[src/pkg/fdcdm_cfg.svh]
/*
 * constants of the four-decade counter and display scanner: register
 * offsets, field positions, reset values, pin slots and digit limits.
 * assumes inclusion by bare name from the package and the design files.
 */
// Behaviour
// - while latch_load_n is low the latches copy the live count continuously
// - after latch_load_n rises, latches freeze at the next count falling edge
// - reset low clears counters, scans top_digit, wrap flag high, overrides count and scan edges
// - the four-decade count increments by one, rippling its carry, on each count falling edge
// - cascade carry high at 9999 until next count fall or reset
// - wrap flag latches low on roll 9999 to 0000 until reset
// - leading zeros blank until nonzero digit or suppress stop goes low
// - bcd code and bottom_digit never zero suppressed; bottom strobe rearms suppression
// - suppress stop tied low disables leading zero suppression entirely
// - right point mode delays unblanking until the following digit
// - dp side select high means left point, low means right point
// - display blank low forces segments off, bcd to zero, scan continues
// - one-of-four scanner steps top to bottom on scan falling edge
// - scan low forces segments, strobes off and bcd to zero
// - polarity select low inverts both bcd code and segment outputs
`ifndef FDCDM_CFG_SVH
`define FDCDM_CFG_SVH

// register byte offsets
`define FDCDM_ADR_W 8
`define FDCDM_ADR_LIVE 8'h00
`define FDCDM_ADR_LATCH 8'h04
`define FDCDM_ADR_FLAGS 8'h08
`define FDCDM_ADR_IRQ_STAT 8'h0C
`define FDCDM_ADR_IRQ_MASK 8'h10

// flag register fields
`define FDCDM_FLAG_WRAP_N 0
`define FDCDM_FLAG_CARRY 1
`define FDCDM_FLAG_XFER 2
`define FDCDM_FLAG_STROBE 4

// interrupt bits
`define FDCDM_IRQ_W 3
`define FDCDM_IRQ_WRAP 0
`define FDCDM_IRQ_CARRY 1
`define FDCDM_IRQ_FREEZE 2
`define FDCDM_IRQ_RST 3'h0

// pin slots in the synchroniser vector
`define FDCDM_PIN_W 8
`define FDCDM_PIN_COUNT 0
`define FDCDM_PIN_SCAN 1
`define FDCDM_PIN_RESET 2
`define FDCDM_PIN_LATCH 3
`define FDCDM_PIN_ZS 4
`define FDCDM_PIN_DP 5
`define FDCDM_PIN_BLANK 6
`define FDCDM_PIN_POL 7
`define FDCDM_PIN_IDLE 8'hFF

// counting
`define FDCDM_DIGITS 4
`define FDCDM_DIGIT_W 4
`define FDCDM_NIB3 12
`define FDCDM_NIB2 8
`define FDCDM_NIB1 4
`define FDCDM_NIB0 0
`define FDCDM_DIGIT_MAX 4'h9
`define FDCDM_DIGIT_ZERO 4'h0
`define FDCDM_DIGIT_ONE 4'h1
`define FDCDM_COUNT_MAX 16'h9999
`define FDCDM_COUNT_ZERO 16'h0000

// output levels
`define FDCDM_SEG_OFF 7'h00
`define FDCDM_BCD_OFF 4'hF
`define FDCDM_STROBE_OFF 4'h0

`endif

[src/pkg/fdcdm_pkg.sv]
/*
 * types shared by the counter/scanner design files.
 * assumes the cfg header sits on the include path.
 */
`default_nettype none
`include "fdcdm_cfg.svh"
package fdcdm_pkg;
    typedef logic [`FDCDM_DIGIT_W-1:0] fdcdm_digit_t;
    typedef logic [`FDCDM_DIGITS*`FDCDM_DIGIT_W-1:0] fdcdm_count_t;
    typedef logic [6:0] fdcdm_seg_t;
    typedef logic [31:0] fdcdm_word_t;
    // digit scanner, the code is the strobe pattern itself
    typedef enum logic [3:0] {
        FDCDM_DIG_TOP = 4'b0001,
        FDCDM_DIG_2 = 4'b0010,
        FDCDM_DIG_3 = 4'b0100,
        FDCDM_DIG_BOT = 4'b1000
    } fdcdm_scan_t;
endpackage
`default_nettype wire

[src/rtl/fdcdm_sync.sv]
/*
 * two-flop synchroniser for the external pins of the counter block.
 * assumes inputs are asynchronous to clk_i; idle value after reset.
 */
`timescale 1ns/1ps
`default_nettype none
`include "fdcdm_cfg.svh"
module fdcdm_sync (
    input wire logic clk_i,
    input wire logic rst_i,
    input wire logic [`FDCDM_PIN_W-1:0] d_i,
    output logic [`FDCDM_PIN_W-1:0] q_o
);
    logic [`FDCDM_PIN_W-1:0] meta_q;
    // first stage is only read by the second
    always_ff @(posedge clk_i) begin
        if (rst_i) begin
            meta_q <= `FDCDM_PIN_IDLE;
            q_o <= `FDCDM_PIN_IDLE;
        end else begin
            meta_q <= d_i;
            q_o <= meta_q;
        end
    end
endmodule // fdcdm_sync
`default_nettype wire

[src/rtl/fdcdm_top.sv]
/*
 * four-decade bcd counter with transfer latches, carry and wrap flags,
 * multiplexed digit scanner with zero suppression, wishbone registers
 * and a masked interrupt. assumes count/scan edges far slower than clk_i.
 */
`timescale 1ns/1ps
`default_nettype none
`include "fdcdm_cfg.svh"
module fdcdm_top (
    input wire logic clk_i,
    input wire logic rst_i,
    input wire logic wb_cyc_i,
    input wire logic wb_stb_i,
    input wire logic wb_we_i,
    input wire logic [`FDCDM_ADR_W-1:0] wb_adr_i,
    input wire logic [3:0] wb_sel_i,
    input wire fdcdm_pkg::fdcdm_word_t wb_dat_i,
    output fdcdm_pkg::fdcdm_word_t wb_dat_o,
    output logic wb_ack_o,
    input wire logic count_i,
    input wire logic scan_i,
    input wire logic reset_n_i,
    input wire logic latch_load_n_i,
    input wire logic zero_suppress_stop_n_i,
    input wire logic dp_side_sel_i,
    input wire logic display_blank_n_i,
    input wire logic polarity_sel_i,
    output fdcdm_pkg::fdcdm_seg_t seg_o,
    output fdcdm_pkg::fdcdm_digit_t bcd_n_o,
    output logic [3:0] digit_strobe_o,
    output logic cascade_carry_o,
    output logic wrap_flag_n_o,
    output logic irq_o
);
    import fdcdm_pkg::*;

    // bcd increment across all decades at once
    function automatic fdcdm_count_t bcd_inc(input fdcdm_count_t v);
        fdcdm_count_t r;
        logic c;
        r = v;
        c = 1'b1;
        for (int i = 0; i < `FDCDM_DIGITS; i++) begin
            if (c) begin
                if (v[i*`FDCDM_DIGIT_W +: `FDCDM_DIGIT_W] == `FDCDM_DIGIT_MAX)
                begin
                    r[i*`FDCDM_DIGIT_W +: `FDCDM_DIGIT_W] = `FDCDM_DIGIT_ZERO;
                end else begin
                    r[i*`FDCDM_DIGIT_W +: `FDCDM_DIGIT_W] =
                        v[i*`FDCDM_DIGIT_W +: `FDCDM_DIGIT_W]
                        + `FDCDM_DIGIT_ONE;
                    c = 1'b0;
                end
            end
        end
        return r;
    endfunction

    // segment bits g..a, active high before polarity
    function automatic fdcdm_seg_t seg_decode(input fdcdm_digit_t d);
        case (d)
            4'h0: seg_decode = 7'h3F;
            4'h1: seg_decode = 7'h06;
            4'h2: seg_decode = 7'h5B;
            4'h3: seg_decode = 7'h4F;
            4'h4: seg_decode = 7'h66;
            4'h5: seg_decode = 7'h6D;
            4'h6: seg_decode = 7'h7D;
            4'h7: seg_decode = 7'h07;
            4'h8: seg_decode = 7'h7F;
            4'h9: seg_decode = 7'h6F;
            default: seg_decode = `FDCDM_SEG_OFF;
        endcase
    endfunction

    // latch nibble for the digit the scanner points at
    function automatic fdcdm_digit_t digit_pick(input fdcdm_count_t v,
                                                input fdcdm_scan_t st);
        case (st)
            FDCDM_DIG_TOP: digit_pick = v[`FDCDM_NIB3 +: `FDCDM_DIGIT_W];
            FDCDM_DIG_2: digit_pick = v[`FDCDM_NIB2 +: `FDCDM_DIGIT_W];
            FDCDM_DIG_3: digit_pick = v[`FDCDM_NIB1 +: `FDCDM_DIGIT_W];
            default: digit_pick = v[`FDCDM_NIB0 +: `FDCDM_DIGIT_W];
        endcase
    endfunction

    // scanner step, bottom wraps to top
    function automatic fdcdm_scan_t scan_step(input fdcdm_scan_t st);
        case (st)
            FDCDM_DIG_TOP: scan_step = FDCDM_DIG_2;
            FDCDM_DIG_2: scan_step = FDCDM_DIG_3;
            FDCDM_DIG_3: scan_step = FDCDM_DIG_BOT;
            default: scan_step = FDCDM_DIG_TOP;
        endcase
    endfunction

    logic [`FDCDM_PIN_W-1:0] pins_raw;
    logic [`FDCDM_PIN_W-1:0] pins_s;
    logic cnt_s, scan_s, rstn_s, latch_s, zs_s, dp_s, blank_n_s, pol_s;
    logic cnt_prev_q, scan_prev_q;
    logic cnt_fall, scan_fall, ctr_clr;
    fdcdm_count_t count_q, count_d, latch_q;
    logic carry_q, carry_d, wrap_n_q, xfer_q, xfer_d;
    fdcdm_scan_t scan_q, scan_d;
    logic arm_q, arm_d, zs_prev_q;
    fdcdm_digit_t cur_digit;
    logic cur_zero, zs_eff, supp_blank;
    fdcdm_seg_t seg_raw, seg_d;
    fdcdm_digit_t bcd_raw, bcd_d;
    logic [3:0] strobe_d;
    logic [`FDCDM_IRQ_W-1:0] irq_stat_q, irq_stat_d, irq_mask_q, irq_evt;
    logic [`FDCDM_IRQ_W-1:0] irq_clr;
    logic wb_req, wb_take, wr_stat, wr_mask;
    fdcdm_word_t rd_data, flags_word;

    // all pins pass the synchroniser before any logic sees them
    assign pins_raw[`FDCDM_PIN_COUNT] = count_i;
    assign pins_raw[`FDCDM_PIN_SCAN] = scan_i;
    assign pins_raw[`FDCDM_PIN_RESET] = reset_n_i;
    assign pins_raw[`FDCDM_PIN_LATCH] = latch_load_n_i;
    assign pins_raw[`FDCDM_PIN_ZS] = zero_suppress_stop_n_i;
    assign pins_raw[`FDCDM_PIN_DP] = dp_side_sel_i;
    assign pins_raw[`FDCDM_PIN_BLANK] = display_blank_n_i;
    assign pins_raw[`FDCDM_PIN_POL] = polarity_sel_i;

    fdcdm_sync u_sync (
        .clk_i(clk_i),
        .rst_i(rst_i),
        .d_i(pins_raw),
        .q_o(pins_s)
    );

    // named views of the synchronised pins
    assign cnt_s = pins_s[`FDCDM_PIN_COUNT];
    assign scan_s = pins_s[`FDCDM_PIN_SCAN];
    assign rstn_s = pins_s[`FDCDM_PIN_RESET];
    assign latch_s = pins_s[`FDCDM_PIN_LATCH];
    assign zs_s = pins_s[`FDCDM_PIN_ZS];
    assign dp_s = pins_s[`FDCDM_PIN_DP];
    assign blank_n_s = pins_s[`FDCDM_PIN_BLANK];
    assign pol_s = pins_s[`FDCDM_PIN_POL];

    // falling edges of the external edge sources
    assign cnt_fall = cnt_prev_q & ~cnt_s;
    assign scan_fall = scan_prev_q & ~scan_s;
    assign ctr_clr = rst_i | ~rstn_s;

    always_ff @(posedge clk_i) begin
        if (rst_i) begin
            cnt_prev_q <= 1'b1;
            scan_prev_q <= 1'b1;
        end else begin
            cnt_prev_q <= cnt_s;
            scan_prev_q <= scan_s;
        end
    end

    // counter, carry and transfer next values; reset wins over counting
    assign count_d = ctr_clr ? `FDCDM_COUNT_ZERO :
                     cnt_fall ? bcd_inc(count_q) : count_q;
    assign carry_d = (count_d == `FDCDM_COUNT_MAX);
    // transfer ends only at a count fall, so the old value gets latched
    assign xfer_d = ~latch_s ? 1'b1 :
                    cnt_fall ? 1'b0 : xfer_q;

    always_ff @(posedge clk_i) begin
        count_q <= count_d;
        carry_q <= carry_d;
        xfer_q <= rst_i ? 1'b1 : xfer_d;
    end

    // latches sample count_q before the same edge increments it
    always_ff @(posedge clk_i) begin
        if (rst_i) begin
            latch_q <= `FDCDM_COUNT_ZERO;
        end else if (~latch_s | xfer_q) begin
            latch_q <= count_q;
        end
    end

    // wrap flag sticks low until the counter reset pin goes low
    always_ff @(posedge clk_i) begin
        if (ctr_clr) begin
            wrap_n_q <= 1'b1;
        end else if (cnt_fall && count_q == `FDCDM_COUNT_MAX) begin
            wrap_n_q <= 1'b0;
        end
    end

    // scanner: counter reset parks it on the top digit
    assign scan_d = ctr_clr ? FDCDM_DIG_TOP :
                    scan_fall ? scan_step(scan_q) : scan_q;

    always_ff @(posedge clk_i) begin
        scan_q <= scan_d;
    end

    // zero suppression; decided live so a changing latch is followed
    assign cur_digit = digit_pick(latch_q, scan_q);
    assign cur_zero = (cur_digit == `FDCDM_DIGIT_ZERO);
    // right-point mode keeps the previous stop level one digit longer
    assign zs_eff = zs_s | (~dp_s & zs_prev_q);
    assign supp_blank = arm_q & cur_zero & zs_eff
                        & (scan_q != FDCDM_DIG_BOT);
    assign arm_d = ctr_clr ? 1'b1 :
                   ~scan_fall ? arm_q :
                   (scan_q == FDCDM_DIG_BOT) ? 1'b1 :
                   (arm_q & cur_zero & zs_eff);

    always_ff @(posedge clk_i) begin
        arm_q <= arm_d;
        if (rst_i) begin
            zs_prev_q <= 1'b0;
        end else if (scan_fall) begin
            zs_prev_q <= zs_s;
        end
    end

    // output stage; scan low and blanking override the decoded digit
    assign strobe_d = scan_s ? scan_q : `FDCDM_STROBE_OFF;
    assign seg_raw = (~scan_s | ~blank_n_s | supp_blank) ?
                     `FDCDM_SEG_OFF : seg_decode(cur_digit);
    // bcd is never suppressed, only scan-off and blanking touch it
    assign bcd_raw = (~scan_s | ~blank_n_s) ? `FDCDM_BCD_OFF :
                     ~cur_digit;
    assign seg_d = pol_s ? seg_raw : ~seg_raw;
    assign bcd_d = pol_s ? bcd_raw : ~bcd_raw;

    always_ff @(posedge clk_i) begin
        if (rst_i) begin
            seg_o <= `FDCDM_SEG_OFF;
            bcd_n_o <= `FDCDM_BCD_OFF;
            digit_strobe_o <= `FDCDM_STROBE_OFF;
        end else begin
            seg_o <= seg_d;
            bcd_n_o <= bcd_d;
            digit_strobe_o <= strobe_d;
        end
    end

    assign cascade_carry_o = carry_q;
    assign wrap_flag_n_o = wrap_n_q;

    // wishbone: ack one cycle after the request, write at the ack edge
    assign wb_req = wb_cyc_i & wb_stb_i;
    assign wb_take = wb_req & wb_ack_o & wb_we_i & wb_sel_i[0];
    assign wr_stat = wb_take & (wb_adr_i == `FDCDM_ADR_IRQ_STAT);
    assign wr_mask = wb_take & (wb_adr_i == `FDCDM_ADR_IRQ_MASK);

    // flag word shows the live pin-facing state
    assign flags_word = {24'h000000, strobe_d, 1'b0, xfer_q, carry_q,
                         wrap_n_q};
    // unmapped offsets read zero and still acknowledge
    assign rd_data =
        (wb_adr_i == `FDCDM_ADR_LIVE) ? {16'h0000, count_q} :
        (wb_adr_i == `FDCDM_ADR_LATCH) ? {16'h0000, latch_q} :
        (wb_adr_i == `FDCDM_ADR_FLAGS) ? flags_word :
        (wb_adr_i == `FDCDM_ADR_IRQ_STAT) ? {29'h00000000, irq_stat_q} :
        (wb_adr_i == `FDCDM_ADR_IRQ_MASK) ? {29'h00000000, irq_mask_q} :
        32'h00000000;

    always_ff @(posedge clk_i) begin
        if (rst_i) begin
            wb_ack_o <= 1'b0;
            wb_dat_o <= 32'h00000000;
        end else begin
            wb_ack_o <= wb_req & ~wb_ack_o;
            wb_dat_o <= rd_data;
        end
    end

    // sticky events; a set in the clearing cycle survives the clear
    assign irq_evt[`FDCDM_IRQ_WRAP] = ~ctr_clr & cnt_fall
                                      & (count_q == `FDCDM_COUNT_MAX);
    assign irq_evt[`FDCDM_IRQ_CARRY] = carry_d & ~carry_q;
    assign irq_evt[`FDCDM_IRQ_FREEZE] = xfer_q & ~xfer_d;
    assign irq_clr = wr_stat ? wb_dat_i[`FDCDM_IRQ_W-1:0] : `FDCDM_IRQ_RST;
    assign irq_stat_d = (irq_stat_q & ~irq_clr) | irq_evt;

    always_ff @(posedge clk_i) begin
        if (rst_i) begin
            irq_stat_q <= `FDCDM_IRQ_RST;
            irq_mask_q <= `FDCDM_IRQ_RST;
            irq_o <= 1'b0;
        end else begin
            irq_stat_q <= irq_stat_d;
            if (wr_mask) begin
                irq_mask_q <= wb_dat_i[`FDCDM_IRQ_W-1:0];
            end
            irq_o <= |(irq_stat_q & irq_mask_q);
        end
    end
endmodule // fdcdm_top
`default_nettype wire

[config.mk]
export PLATFORM = sky130hd
export DESIGN_NAME = fdcdm_top
export DESIGN_NICKNAME = d
export VERILOG_FILES = /design/src/pkg/fdcdm_pkg.sv /design/src/rtl/fdcdm_sync.sv /design/src/rtl/fdcdm_top.sv
export VERILOG_INCLUDE_DIRS = /design/src /design/src/pkg
export SDC_FILE = /design/constraint.sdc
export NUM_CORES = 1
export LEC_CHECK = 0
export BUFFER_PORTS_ARGS = -buffer_cell sky130_fd_sc_hd__buf_4
export CORE_UTILIZATION = 57
export DETAILED_ROUTE_END_ITERATION = 10
export PLACE_DENSITY = 0.82
export SLEW_MARGIN = 20
export SYNTH_ARGS = -nofsm -noshare
export SYNTH_HDL_FRONTEND = slang
export SYNTH_HIERARCHICAL = 1
export SYNTH_SLANG_ARGS = --single-unit
[constraint.sdc]
create_clock -name clk_i -period 7.68 [get_ports clk_i]
set_input_delay 0.384 -clock clk_i [delete_from_list [all_inputs] [get_ports clk_i]]
set_output_delay 0.384 -clock clk_i [all_outputs]
set_load 0.02 [all_outputs]
## Word-level counts from Yosys, hierarchy flattened

Memories as Yosys holds them, arrays and structs flattened.
Index checks and enable logic that the tools add are counted.

- Register bits: 114
- Memory bits (read-only): 112
- Input bits: 57
- Memories: 1

- Add/sub/neg operators: 4
- Equal/unequal tests: 15
- Muxes and demuxes: 30
- Bitwise logic cells: 39
- Reduce and logical (&&, ||, !) cells: 5

Memory list:

| name | words | width | rd ports | clocked after Yosys merged registers in | wr ports | line | source |
|---|---|---|---|---|---|---|---|
| (name not given) | 16 | 7 | 1 | 0 | 0 | fdcdm_top.sv:61 | `case (d)` |

Operator list:

| cell | number |
|---|---|
| 16-bit two-way mux | 4 |
| 4-bit two-way mux | 10 |
| 16-bit == test (second input constant) | 2 |
| 4-bit case mux with 3 select lines | 2 |
| 4-bit == test (second input constant) | 5 |
| 1-bit AND | 17 |
| 4-bit by 1-bit adder with 4-bit output (second input constant) | 4 |
| 8-bit by 4-bit == test with 1-bit output (second input constant) | 2 |
| 7-bit two-way mux | 2 |
| 1-bit NOT | 10 |
| 3-bit two-way mux | 3 |
| 8-bit by 3-bit == test with 1-bit output (second input constant) | 1 |
| 8-bit by 5-bit == test with 1-bit output (second input constant) | 1 |
| 8-bit zero test | 1 |
| 1-bit two-way mux | 8 |
| 8-bit two-way mux | 1 |
| 4-bit NOT | 2 |
| 7-bit NOT | 1 |
| 3-bit AND | 2 |
| 1-bit bitwise OR | 5 |
| 5-bit OR reduction | 1 |
| 4-bit by 1-bit == test with 1-bit output (second input constant) | 1 |
| 4-bit by 2-bit == test with 1-bit output (second input constant) | 1 |
| 4-bit by 3-bit == test with 1-bit output (second input constant) | 1 |
| 6 further kinds | 6 |

## Logic depth before layout (Yosys ltp)

Gate-level depths: netlist of the first run.

- Depth in word-level cells: 10
- Depth in mapped cells: 10
- Depth with buffers taken out: 9

## Hierarchy

Netlist of the first run, hierarchy kept.

Modules (own cells, without submodules):

| module | instances | cells an instance | area an instance (um^2) |
|---|---|---|---|
| fdcdm_top | 1 | 446 | 3817.4 |
| fdcdm_sync | 1 | 33 | 431.7 |

## Least setup slack after synthesis of the first run

No wires, ideal clock.

- Path type: flip-flop to flip-flop
- Start: register scan_q[3]
- End: register seg_o[6]
- Setup time: 0.072 ns
- Arrival time: 2.553 ns
- Slack: 5.055 ns
- Cell stages (with the launch flop): 10
- Cells stage by stage: dfxtp_1 > buf_2 > nor4b_4 > a21oi_2 > a222oi_1 > inv_1 > ha_1 > mux2_1 > a22oi_1 > mux2i_1

- Word-level cells in the longest chain between the ends: 10
- Elaborated cells between the ends (all ways): 14
- Those cells by class: 4 x eq/ne; 3 x mux; 5 x bitwise; 1 x reduce/logical; 1 x memory

RTL lines:

| item | line | source |
|---|---|---|
| start: declaration | fdcdm_top.sv:104 | `fdcdm_scan_t scan_q, scan_d;` |
| start signal: assignment | fdcdm_top.sv:195 | `scan_q <= scan_d;` |
| 4-bit by 3-bit == test with 1-bit output, or another cell as far along | fdcdm_top.sv:79 | `case (st)` |
| 4-bit case mux with 3 select lines | fdcdm_top.sv:79 |  |
| 4-bit zero test (no line) | n/a |  |
| 1-bit AND (2 in series) | fdcdm_top.sv:203 | `assign supp_blank = arm_q & cur_zero & zs_eff` |
| 1-bit AND | fdcdm_top.sv:204 | `& (scan_q != FDCDM_DIG_BOT);` |
| 1-bit bitwise OR | fdcdm_top.sv:221 | `assign seg_raw = (~scan_s \| ~blank_n_s \| supp_blank) ?` |
| 7-bit two-way mux * | fdcdm_top.sv:221 |  |
| 7-bit NOT | fdcdm_top.sv:226 | `assign seg_d = pol_s ? seg_raw : ~seg_raw;` |
| 7-bit two-way mux * | fdcdm_top.sv:226 |  |
| end signal: assignment | fdcdm_top.sv:231 | `` seg_o <= `FDCDM_SEG_OFF; `` |
| end signal: assignment | fdcdm_top.sv:235 | `seg_o <= seg_d;` |
| end: declaration | fdcdm_top.sv:28 | `output fdcdm_pkg::fdcdm_seg_t seg_o,` |

Mark *: on every way between the ends. The rest lies on a longest branch, timed or not.
A chain may end at the register's enable or synchronous reset.

## Worst setup path in the final report of the first run

- Start: register scan_q[1]
- End: register seg_o[6]

Same word-level chain as after synthesis.

==> impl_metrics.py, run 1 <==
metrics = {
    "synthesis": {
        "ys_seq_area_frac": 0.4617,
        "synth_cell_types": 58,
        "synth_edf_count": 0,
        "synth-seq-cells": 98,
        "yosysWarningCount": 6,
        "synthFlopType": "dfxtp_1",
        "syn_area_per_cell_um2": 8.871,
        "async_flop_share": 0,
        "syn_inst": 479,
        "synthesis.area_mm2": 0.004249,
    },
    "global_route": {
        "busiest_layer": "met2",
        "antenna_found_initial": 0,
        "grt_start_max_net_pins": 70,
        "grt_pass1_wl_mm": 13.88,
        "grt_pass1_vias": 2962,
        "overflow": 0,
        "global_route.usage.met2": 0.3650,
        "grt_usage": 0.2362,
        "met1_usage": 0.3213,
        "grt_use_met3": 0.04384,
    },
    "worst_setup_path": {
        "start_kind": "flop",
        "cp_max_fo": 10,
        "cp.arrival_ns": 3.26,
        "worst_r2r_path_depth": 8,
        "critical-path-max-stage-delay_ns": 0.70,
        "critPathRequiredTime_ns": 7.92,
        "critPathCaptureType": "flop",
        "cp_cell_sequence": "nor2b_1 > a22o_1 > a222oi_1 > clkbuf_2 > ha_1 > a311o_1 > a22oi_1 > mux2i_1",
        "crit_path_top_delay_cell": "a222oi_1",
        "worstSetupPathType": "flop to flop",
    },
    "clocking": {
        "cts-buffers-inserted": 9,
        "clk_pin_slew_worst_paths_ns": 0.09,
        "cts_setup_buffers": 0,
        "cts-root-buf": "clkbuf_8",
        "cts_hold_buf": 0,
        "clock-sinks": 98,
        "cts_resized": 0,
        "h-tree-depth": 3,
        "clockBufferDepth": 2,
        "worstSkewPairLatency_ns": 0.36,
        "tritoncts": "built",
    },
    "sta": {
        "post-route-period-util": 0.3939,
        "setup_viol": 0,
        "fmaxAchievable_mhz": 330.6,
        "slew_headroom": 0.3072,
        "fin_tns_setup_ns": 0,
        "finClkSkew_ns": 0.01171,
        "drv_slew": 0,
        "hold_viol_final": 0,
        "worst-slew-pin-transition_ns": 1.035,
        "rsz0062_at_grt": "false",
        "period_needed_ns": 3.025,
    },
    "drt": {
        "first_pass_iters": 5,
        "drc": 0,
        "drt-initial-drc-count": 290,
        "wl_mm": 8.852,
        "wl_per_cell_um": 14.14,
        "antenna_left": 0,
        "avgViaCountPerCell": 5.585,
        "via_count": 3496,
    },
    "floorplanning": {
        "start_util": 0.5890,
        "fp.coreArea_mm2": 0.007214,
        "dieWidth_um": 88.34,
        "die_area_mm2": 0.007804,
        "die_h_um": 88.34,
        "ios": 108,
        "rows": 31,
    },
    "worst_hold_path": {
        "holdCritPathClass": "input port to flop",
        "whs_path_depth": 2,
    },
    "layout": {
        "drive_above_1_share": 0.1670,
        "finalNonFillerCells": 626,
        "layout_commonest_cell": "dfxtp_1",
        "final_cell_mix": "dfxtp_1 (98), buf_4 (60), nand2_1 (54), nor2_1 (41), a21oi_1 (36)",
        "n_antenna_cell": 0,
        "area_growth_pct": 13.60,
        "fin_nets": 584,
    },
    "place": {
        "place_inst": 609,
        "io_buffer_count": 59,
        "place_congestion": 0.8405,
        "dpl.hpwl_mm": 6.191,
    },
    "power": {
        "ir_drop_v": 0.00009336,
        "power.density_mw_per_mm2": 185.9,
        "p_leak_nw": 1.847,
    },
    "run": {
        "drv_cap": 0,
    },
    "status": {
        "status": "completed",
    },
}
path summary, 6_finish.rpt:
check | startpoint | end | slack [ns]
max | scan_q[1]$_SDFFE_PN0P_ | seg_o[6]$_SDFF_PP0_ | 4.66
min | count_i | u_sync/meta_q[0]$_SDFF_PP1_ | 0.20
max reg2reg | scan_q[1]$_SDFFE_PN0P_ | seg_o[6]$_SDFF_PP0_ | 4.66
min reg2reg | u_sync/meta_q[3]$_SDFF_PP1_ | u_sync/q_o[3]$_SDFF_PP1_ | 0.41
logic make-up after synthesis:
| kind of cell | synth area share |
|---|---|
| and+or+nand+nor | 0.2426 |
| other | 0.0008825 |
| muxes | 0.04034 |
| AOI/OAI and AO/OA | 0.1570 |
| DFF | 0.4617 |
| xor gates and xnor gates | 0.01649 |
| buffers and inverters | 0.06626 |
| adders and majority gates | 0.01472 |
per-stage QoR:
stage	utilization	cell area (um^2)	worst slack [ns]	hold WS (ns)	power [mW]
finish	0.6691	4827	4.655	0.2002	0.8973
global route	0.6691	4827	4.479	0.1886	0.9352
CTS	0.6681	4820	4.457	0.1845	0.9039
detailed placement	0.6431	4639	4.488	0.3915	0.5930
floorplan	-	4305	5.055	0.3832	0.5785
global placement	0.6431	4639	4.604	0.3847	0.5912
routing by layer:
layer  routed length, um  share of wire  vias to the layer above
met3                 512          0.058                       15
li1                    -              -                     1717
met4                 193          0.022                        0
met2                4040           0.46                      124
met1                4106           0.46                     1640
met5                   0              0                        -
final cells by class:
class | count | area [um^2]
fillers | 614 | 2387
multi-input cells | 341 | 2064
flip-flops and latches | 98 | 1962
repair buffers | 61 | 455.4
clock buffers | 14 | 142.6
well taps | 99 | 123.9
inverters | 11 | 41.29
clock inverters | 2 | 37.54
flip-flops by register name, indices dropped and copies added (netlist names), 4 cells and up:
register        flops
count_q            16
latch_q            16
wb_dat_o           16
u_sync/meta_q       8
u_sync/q_o          8
seg_o               7
bcd_n_o             4
digit_strobe_o      4
scan_q              4
where the power goes:
| part | internal, mW | switching [mW] |
|---|---|---|
| logic | 0.0228 | 0.0356 |
| registers | 0.517 | 0.00626 |
| clock network | 0.152 | 0.164 |
cells in the mapped netlist (5+ instances only):
cell      count  area (um^2)
a21oi_1      36        180.2
dfxtp_1      98         1962
nor3_1       16        80.08
buf_4        16        120.1
nor2b_1      10        62.56
inv_1        11        41.29
a22oi_1      14        105.1
nor2_1       41        153.9
clkbuf_1     21        78.83
a222oi_1      8        80.08
ha_1          5        62.56
or2_1        16        100.1
nand2b_1     10        62.56
and2_1        5        31.28
mux2i_1      16        160.2
nand2_1      54        202.7
o21ai_0      19        95.09
buf_2         6        30.03
nand3_1       7        35.03
worst max-delay path, delay by kind of cell, from the launching register on:
kind	cells	cell delay (ns)
AO/OA/AOI/OAI	4	1.47
adder cells (fa/ha/maj)	1	0.24
buffers and inverters	1	0.29
flip-flops	1	0.57
multiplexers	1	0.16
AND/OR/NAND/NOR	1	0.17
(Power assumes the default switching activity.)
==> run 2: changes to the inputs <==
- CORE_UTILIZATION: 57 -> 53
- PLACE_DENSITY: 0.82 -> 0.77
- clock period: 7.68 -> 3 ns (I/O delays scaled with it)
==> run 2 against run 1 <==
Against the previous run: utilization decreased by 2.9 points; sequential cell count unchanged; sequential share of layout area decreased by 1.0 points; sequential power increased to 2.6 times the previous value; final cell count increased by 2.6%; first-iteration DRC count decreased by 31%; die area increased by 7.4%; setup slack got worse by 4.3 ns; via count decreased by 1.4%; global-route usage decreased by 1.5 points; critical path depth increased by 1; highest routed layer unchanged.
==> impl_metrics.py, run 2 (same netlist as run 1, synthesis figures left out) <==
metrics = {
    "status": {
        "status": "completed",
    },
    "layout": {
        "stdcell_area_mm2": 0.004949,
        "drive_above_1_share": 0.1778,
        "n_antenna_cell": 0,
        "fillers": 663,
        "layout_commonest_cell": "dfxtp_1",
        "area_growth_pct": 16.46,
        "fin_nets": 597,
        "final_cell_mix": "dfxtp_1 (98), buf_4 (66), nand2_1 (54), nor2_1 (41), a21oi_1 (36)",
        "seqCellArea_mm2": 0.001962,
        "multiInputGateArea_mm2": 0.002062,
        "reg_top3": "count_q x16, latch_q x16, wb_dat_o x16",
    },
    "floorplanning": {
        "dieWidth_um": 91.54,
        "fp.coreArea_mm2": 0.007727,
        "start_util": 0.5499,
        "die_h_um": 91.54,
        "die_area_mm2": 0.008380,
        "rows": 32,
        "ios": 108,
    },
    "clocking": {
        "clockBufferDepth": 2,
        "h-tree-depth": 3,
        "cts_setup_buffers": 0,
        "clock-sinks": 98,
        "cts-buffers-inserted": 9,
        "cts-root-buf": "clkbuf_8",
        "tritoncts": "built",
        "cts_resized": 0,
        "clk_pin_slew_worst_paths_ns": 0.10,
        "worstSkewPairLatency_ns": 0.35,
    },
    "global_route": {
        "grt_start_max_net_pins": 69,
        "grt_usage": 0.2216,
        "antenna_found_initial": 0,
        "overflow": 0,
        "grt_pass1_vias": 3085,
        "grt_pass1_wl_mm": 14.79,
    },
    "sta": {
        "drv_slew": 0,
        "worst-slew-pin-transition_ns": 0.8547,
        "finClkSkew_ns": 0.01381,
        "hold_viol_final": 0,
        "post-route-period-util": 0.8696,
        "slew_headroom": 0.4281,
        "fmaxAchievable_mhz": 383.3,
        "fin_tns_setup_ns": 0,
        "period_needed_ns": 2.609,
        "rsz0062_at_grt": "false",
        "setup_viol": 0,
    },
    "worst_setup_path": {
        "start_kind": "flop",
        "critPathRequiredTime_ns": 3.28,
        "cp_max_fo": 10,
        "crit_path_start": "scan_q[1]$_SDFFE_PN0P_",
        "cp.arrival_ns": 2.89,
        "worstSetupPathType": "flop to flop",
        "r2r_start": "scan_q[1]$_SDFFE_PN0P_",
        "critPathCaptureType": "flop",
    },
    "drt": {
        "first_pass_iters": 6,
        "wl_mm": 8.878,
        "via_count": 3448,
        "drt-initial-drc-count": 201,
        "drc": 0,
        "wl_per_cell_um": 13.83,
        "avgViaCountPerCell": 5.371,
        "antenna_left": 0,
    },
    "power": {
        "power.density_mw_per_mm2": 460.1,
        "ir_drop_v": 0.0003853,
        "p_leak_nw": 1.909,
    },
    "run": {
        "drv_cap": 0,
    },
    "worst_hold_path": {
        "holdCritPathClass": "input port to flop",
        "hp-start": "wb_dat_i[0]",
    },
    "place": {
        "io_buffer_count": 59,
        "dpl.hpwl_mm": 6.278,
        "post_dp_cell_area_mm2": 0.004688,
        "place_congestion": 0.8639,
    },
}
## run 2: changes by cell type in the layout (fill, tap and decap cells not counted), sizes merged
cell         change
clkinv           +3
bufinv           -1
inv              +1
buf              +6
clkbuf           -4
dlygate4sd3      +8
## run 2: worst max-delay path: stages, from the launching register on
cell and delay (ns):
dfxtp_1 0.59, nor2b_1 0.18, a22o_1 0.26, a222oi_1 0.33, buf_4 0.23, inv_1 0.07, ha_1 0.21, mux2_1 0.28
a22oi_1 0.18, mux2i_1 0.20
## run 2: worst paths after layout
kind                                end  slack (ns)  cells after the start
max                 seg_o[6]$_SDFF_PP0_        0.39                      9
min          irq_mask_q[0]$_SDFFE_PP0P_        0.03                      3
max reg2reg         seg_o[6]$_SDFF_PP0_        0.39                      9
min reg2reg    u_sync/q_o[0]$_SDFF_PP1_        0.41                      1
## run 2: metrics by stage
step                utilization  setup WS, ns  hold WS (ns)  power (mW)  std cells
floorplan                     -        0.3746        0.2471       1.481        494
global placement         0.6067        0.5046        0.3270       1.519        618
detailed placement       0.6067        0.4559        0.3318       1.523        618
CTS                      0.6404        0.4090       0.03372       2.287        642
global route             0.6404        0.2080       0.03302       2.369        642
finish                   0.6404        0.3911       0.03239       2.277        642
## run 2: timing repair
item	CTS	global route
endpoints found under the hold margin	8	0
endpoints found under the setup margin	0	0
hold buffers	8	0
## run 2: power by group
group	switching (mW)	internal, mW
logic	0.0931	0.0678
clock network	0.447	0.329
registers	0.0165	1.32
total	0.556	1.72
## run 2: metal layers
| metal | vias to the layer above | global-route usage | routed length, um |
|---|---|---|---|
| met5 | - | 0 | 0 |
| met4 | 0 | 0.07275 | 201 |
| met3 | 14 | 0.05109 | 516 |
| met2 | 132 | 0.3415 | 4024 |
| met1 | 1558 | 0.3050 | 4136 |
| li1 | 1744 | - | - |
## run 2: cell type report
cell class                 count  share of cell area
timing repair buffer          74              0.1163
tap                          102             0.02579
multi-input combinational    341              0.4167
clock buffer                  11             0.02857
sequential                    98              0.3965
inverter                      11            0.008344
clock inverter                 5            0.007838
==> run 3: changes to the inputs <==
- SYNTH_HIERARCHICAL: 1 -> unset
- clock period: 3 -> 2.57 ns (I/O delays scaled with it)
==> run 3 against run 2 <==
Against the previous run: non-clock buffer count grew 13; utilization grew 2.3 points; die area grew 2.1%; final area up 4.6%; sequential share of layout area fell by 1.7 points; critical path type unchanged; largest power group unchanged.
==> impl_metrics.py, run 3 <==
metrics = {
    "sta": {
        "finClkSkew_ns": 0.008096,
        "drv_slew": 0,
        "whs_ns": 0.02645,
        "period_needed_ns": 2.449,
        "post-route-period-util": 0.9529,
        "fin_tns_setup_ns": 0,
        "slew_headroom": 0.5853,
        "rsz0062_at_grt": "false",
        "setup_slack_ns": 0.1210,
        "worst-slew-pin-transition_ns": 0.6220,
        "setup_viol": 0,
        "hold_viol_final": 0,
        "fmaxAchievable_mhz": 408.3,
    },
    "synthesis": {
        "ys_seq_area_frac": 0.4521,
        "synth_cell_types": 59,
        "synthesis.area_mm2": 0.004339,
        "synth_top_area_frac": 0.4521,
        "async_flop_share": 0,
        "synth_commonest_cells": "dfxtp_1 (98), nand2_1 (65), nor2_1 (40)",
        "synthFlopType": "dfxtp_1",
        "synthTopCellsByArea": "dfxtp_1 (45%), nand2_1 (5.6%), a21oi_1 (3.7%)",
        "syn_inst": 500,
        "yosysWarningCount": 0,
        "yosysTopAreaCell": "dfxtp_1",
        "synth-seq-cells": 98,
        "synth_most_common_cell": "dfxtp_1",
        "syn_area_per_cell_um2": 8.678,
        "synth_edf_count": 0,
    },
    "floorplanning": {
        "die_area_mm2": 0.008553,
        "die_h_um": 92.48,
        "ios": 108,
        "start_util": 0.5558,
        "rows": 32,
        "fp.coreArea_mm2": 0.007807,
        "dieWidth_um": 92.48,
    },
    "worst_setup_path": {
        "worstSetupPathType": "flop to flop",
        "critical-path-max-stage-delay_ns": 0.38,
        "crit_path_top_delay_cell": "dfxtp_2",
        "r2r_start": "scan_q[2]$_SDFFE_PN0P_",
        "cpMostUsedCell": "buf_4",
        "critPathBufInv": 2,
        "start_kind": "flop",
        "crit_path_start": "scan_q[2]$_SDFFE_PN0P_",
        "reg2reg_slack_ns": 0.12,
        "reg2reg_to": "seg_o[0]$_SDFF_PP0_",
        "worst_r2r_path_depth": 9,
        "cp.arrival_ns": 2.74,
        "cp_cell_sequence": "and2b_4 > o311ai_4 > buf_4 > a222oi_1 > buf_4 > ha_1 > a311o_1 > a22oi_1 > mux2i_1",
        "crit_family": "compound AO/OA/AOI/OAI gates",
        "cp_max_fo": 6,
        "critPathRequiredTime_ns": 2.86,
        "critPathCaptureType": "flop",
    },
    "global_route": {
        "grt_start_max_net_pins": 69,
        "grt_pass1_vias": 3342,
        "grt_pass1_wl_mm": 15.75,
        "antenna_found_initial": 0,
        "grt_usage": 0.2362,
        "overflow": 0,
    },
    "clocking": {
        "tritoncts": "built",
        "clk_pin_slew_worst_paths_ns": 0.09,
        "clockBufferDepth": 2,
        "clock-sinks": 98,
        "cts-buffers-inserted": 9,
        "cts-root-buf": "clkbuf_8",
        "h-tree-depth": 3,
        "worstSkewPairLatency_ns": 0.36,
    },
    "layout": {
        "area_growth_pct": 19.32,
        "layout_commonest_cell": "dfxtp_1",
        "drive_above_1_share": 0.2277,
        "reg_top3": "count_q x16, latch_q x16, wb_dat_o x16",
        "fillers": 649,
        "fin_nets": 628,
        "n_antenna_cell": 0,
        "final_cell_mix": "dfxtp_1 (96), buf_4 (79), nand2_1 (65), nor2_1 (40), a21oi_1 (32)",
        "stdcell_area_mm2": 0.005177,
    },
    "place": {
        "io_buffer_count": 59,
        "post_dp_cell_area_mm2": 0.004833,
        "dpl.hpwl_mm": 7.014,
        "dp_slack_ns": 0.02227,
        "place_congestion": 0.8671,
    },
    "worst_hold_path": {
        "whs_path_depth": 3,
        "hp-start": "wb_dat_i[0]",
        "holdCritPathClass": "input port to flop",
        "min_to": "irq_mask_q[0]$_SDFFE_PP0P_",
    },
    "power": {
        "ir_drop_v": 0.0003289,
        "p_leak_nw": 2.029,
        "power.density_mw_per_mm2": 556.1,
    },
    "status": {
        "status": "completed",
    },
    "drt": {
        "drc": 0,
        "drt-initial-drc-count": 283,
        "wl_per_cell_um": 14.44,
        "wl_mm": 9.719,
        "via_count": 3712,
        "avgViaCountPerCell": 5.516,
        "first_pass_iters": 5,
        "antenna_left": 0,
    },
    "run": {
        "drv_cap": 0,
    },
}
==> run 3: through the flow <==
stage          cells  utilization  total power [mW]
2_1_floorplan    515            -             1.739
3_3_place_gp     646       0.6191             1.790
3_5_place_dp     646       0.6191             1.795
4_1_cts          670       0.6588             2.896
5_1_grt          673       0.6631             2.974
6_report         673       0.6631             2.879
==> run 3: timing repair <==
item | in CTS | in global routing
pin swaps | 0 | 2
gates cloned | 0 | 0
resized for setup | 1 | 3
hold buffers | 8 | 0
hold endpoints to repair | 8 | 0
setup endpoints to repair | 1 | 7
buffers inserted | 0 | 3
==> run 3: final cells by class <==
type / instances / area [um^2] / area share
multi-input cells: 355 / 2127 / 0.4108
clock buffers: 12 / 155.1 / 0.02997
inverters: 15 / 56.30 / 0.01087
well taps: 102 / 127.6 / 0.02465
flip-flops and latches: 98 / 1964 / 0.3794
repair buffers: 87 / 673.1 / 0.1300
clock inverters: 4 / 73.82 / 0.01426
==> run 3: worst max-delay path by stage <==
stage                          endpoint  slack (ns)  depth (start not counted)
floorplan           seg_o[6]$_SDFF_PP0_       0.008                          9
global placement    seg_o[6]$_SDFF_PP0_        0.07                          9
detailed placement  seg_o[6]$_SDFF_PP0_        0.02                          9
CTS                 seg_o[6]$_SDFF_PP0_       0.008                          9
global route        seg_o[0]$_SDFF_PP0_        0.01                          9
finish              seg_o[0]$_SDFF_PP0_        0.12                          9
==> run 3: worst min-delay path, cell delays in order <==
cell     delay [ns]
buf_4          0.08
mux2i_1        0.06
nor2_1         0.07
==> run 3: power breakdown <==
part / internal [mW] / leakage [nW] / switching (mW) / total (mW)
Sequential: 1.54 / 0.797 / 0.0176 / 1.56
Clock: 0.602 / 0.117 / 0.506 / 1.11
Combinational: 0.0902 / 1.12 / 0.119 / 0.209
Total: 2.24 / 2.03 / 0.642 / 2.88
==> run 3: cell families (layout without fill, tap and decap cells) <==
logic type | after synthesis | count (layout) | synth area share
DFF | 98 | 98 | 0.4521
xor gates and xnor gates | 8 | 8 | 0.01615
and+or+nand+nor | 214 | 214 | 0.2569
adders and majority gates | 5 | 5 | 0.01442
muxes | 16 | 16 | 0.03835
other | 1 | 16 | 0.0008642
buffers and inverters | 62 | 118 | 0.07295
AOI/OAI and AO/OA | 96 | 96 | 0.1482
==> run 3: metal layers <==
metal,part of all wire,global-route usage,vias up
li1,-,-,1823
met4,0.023,0.09896,0
met1,0.46,0.3216,1741
met5,0,0,-
met3,0.062,0.03448,21
met2,0.45,0.3735,127
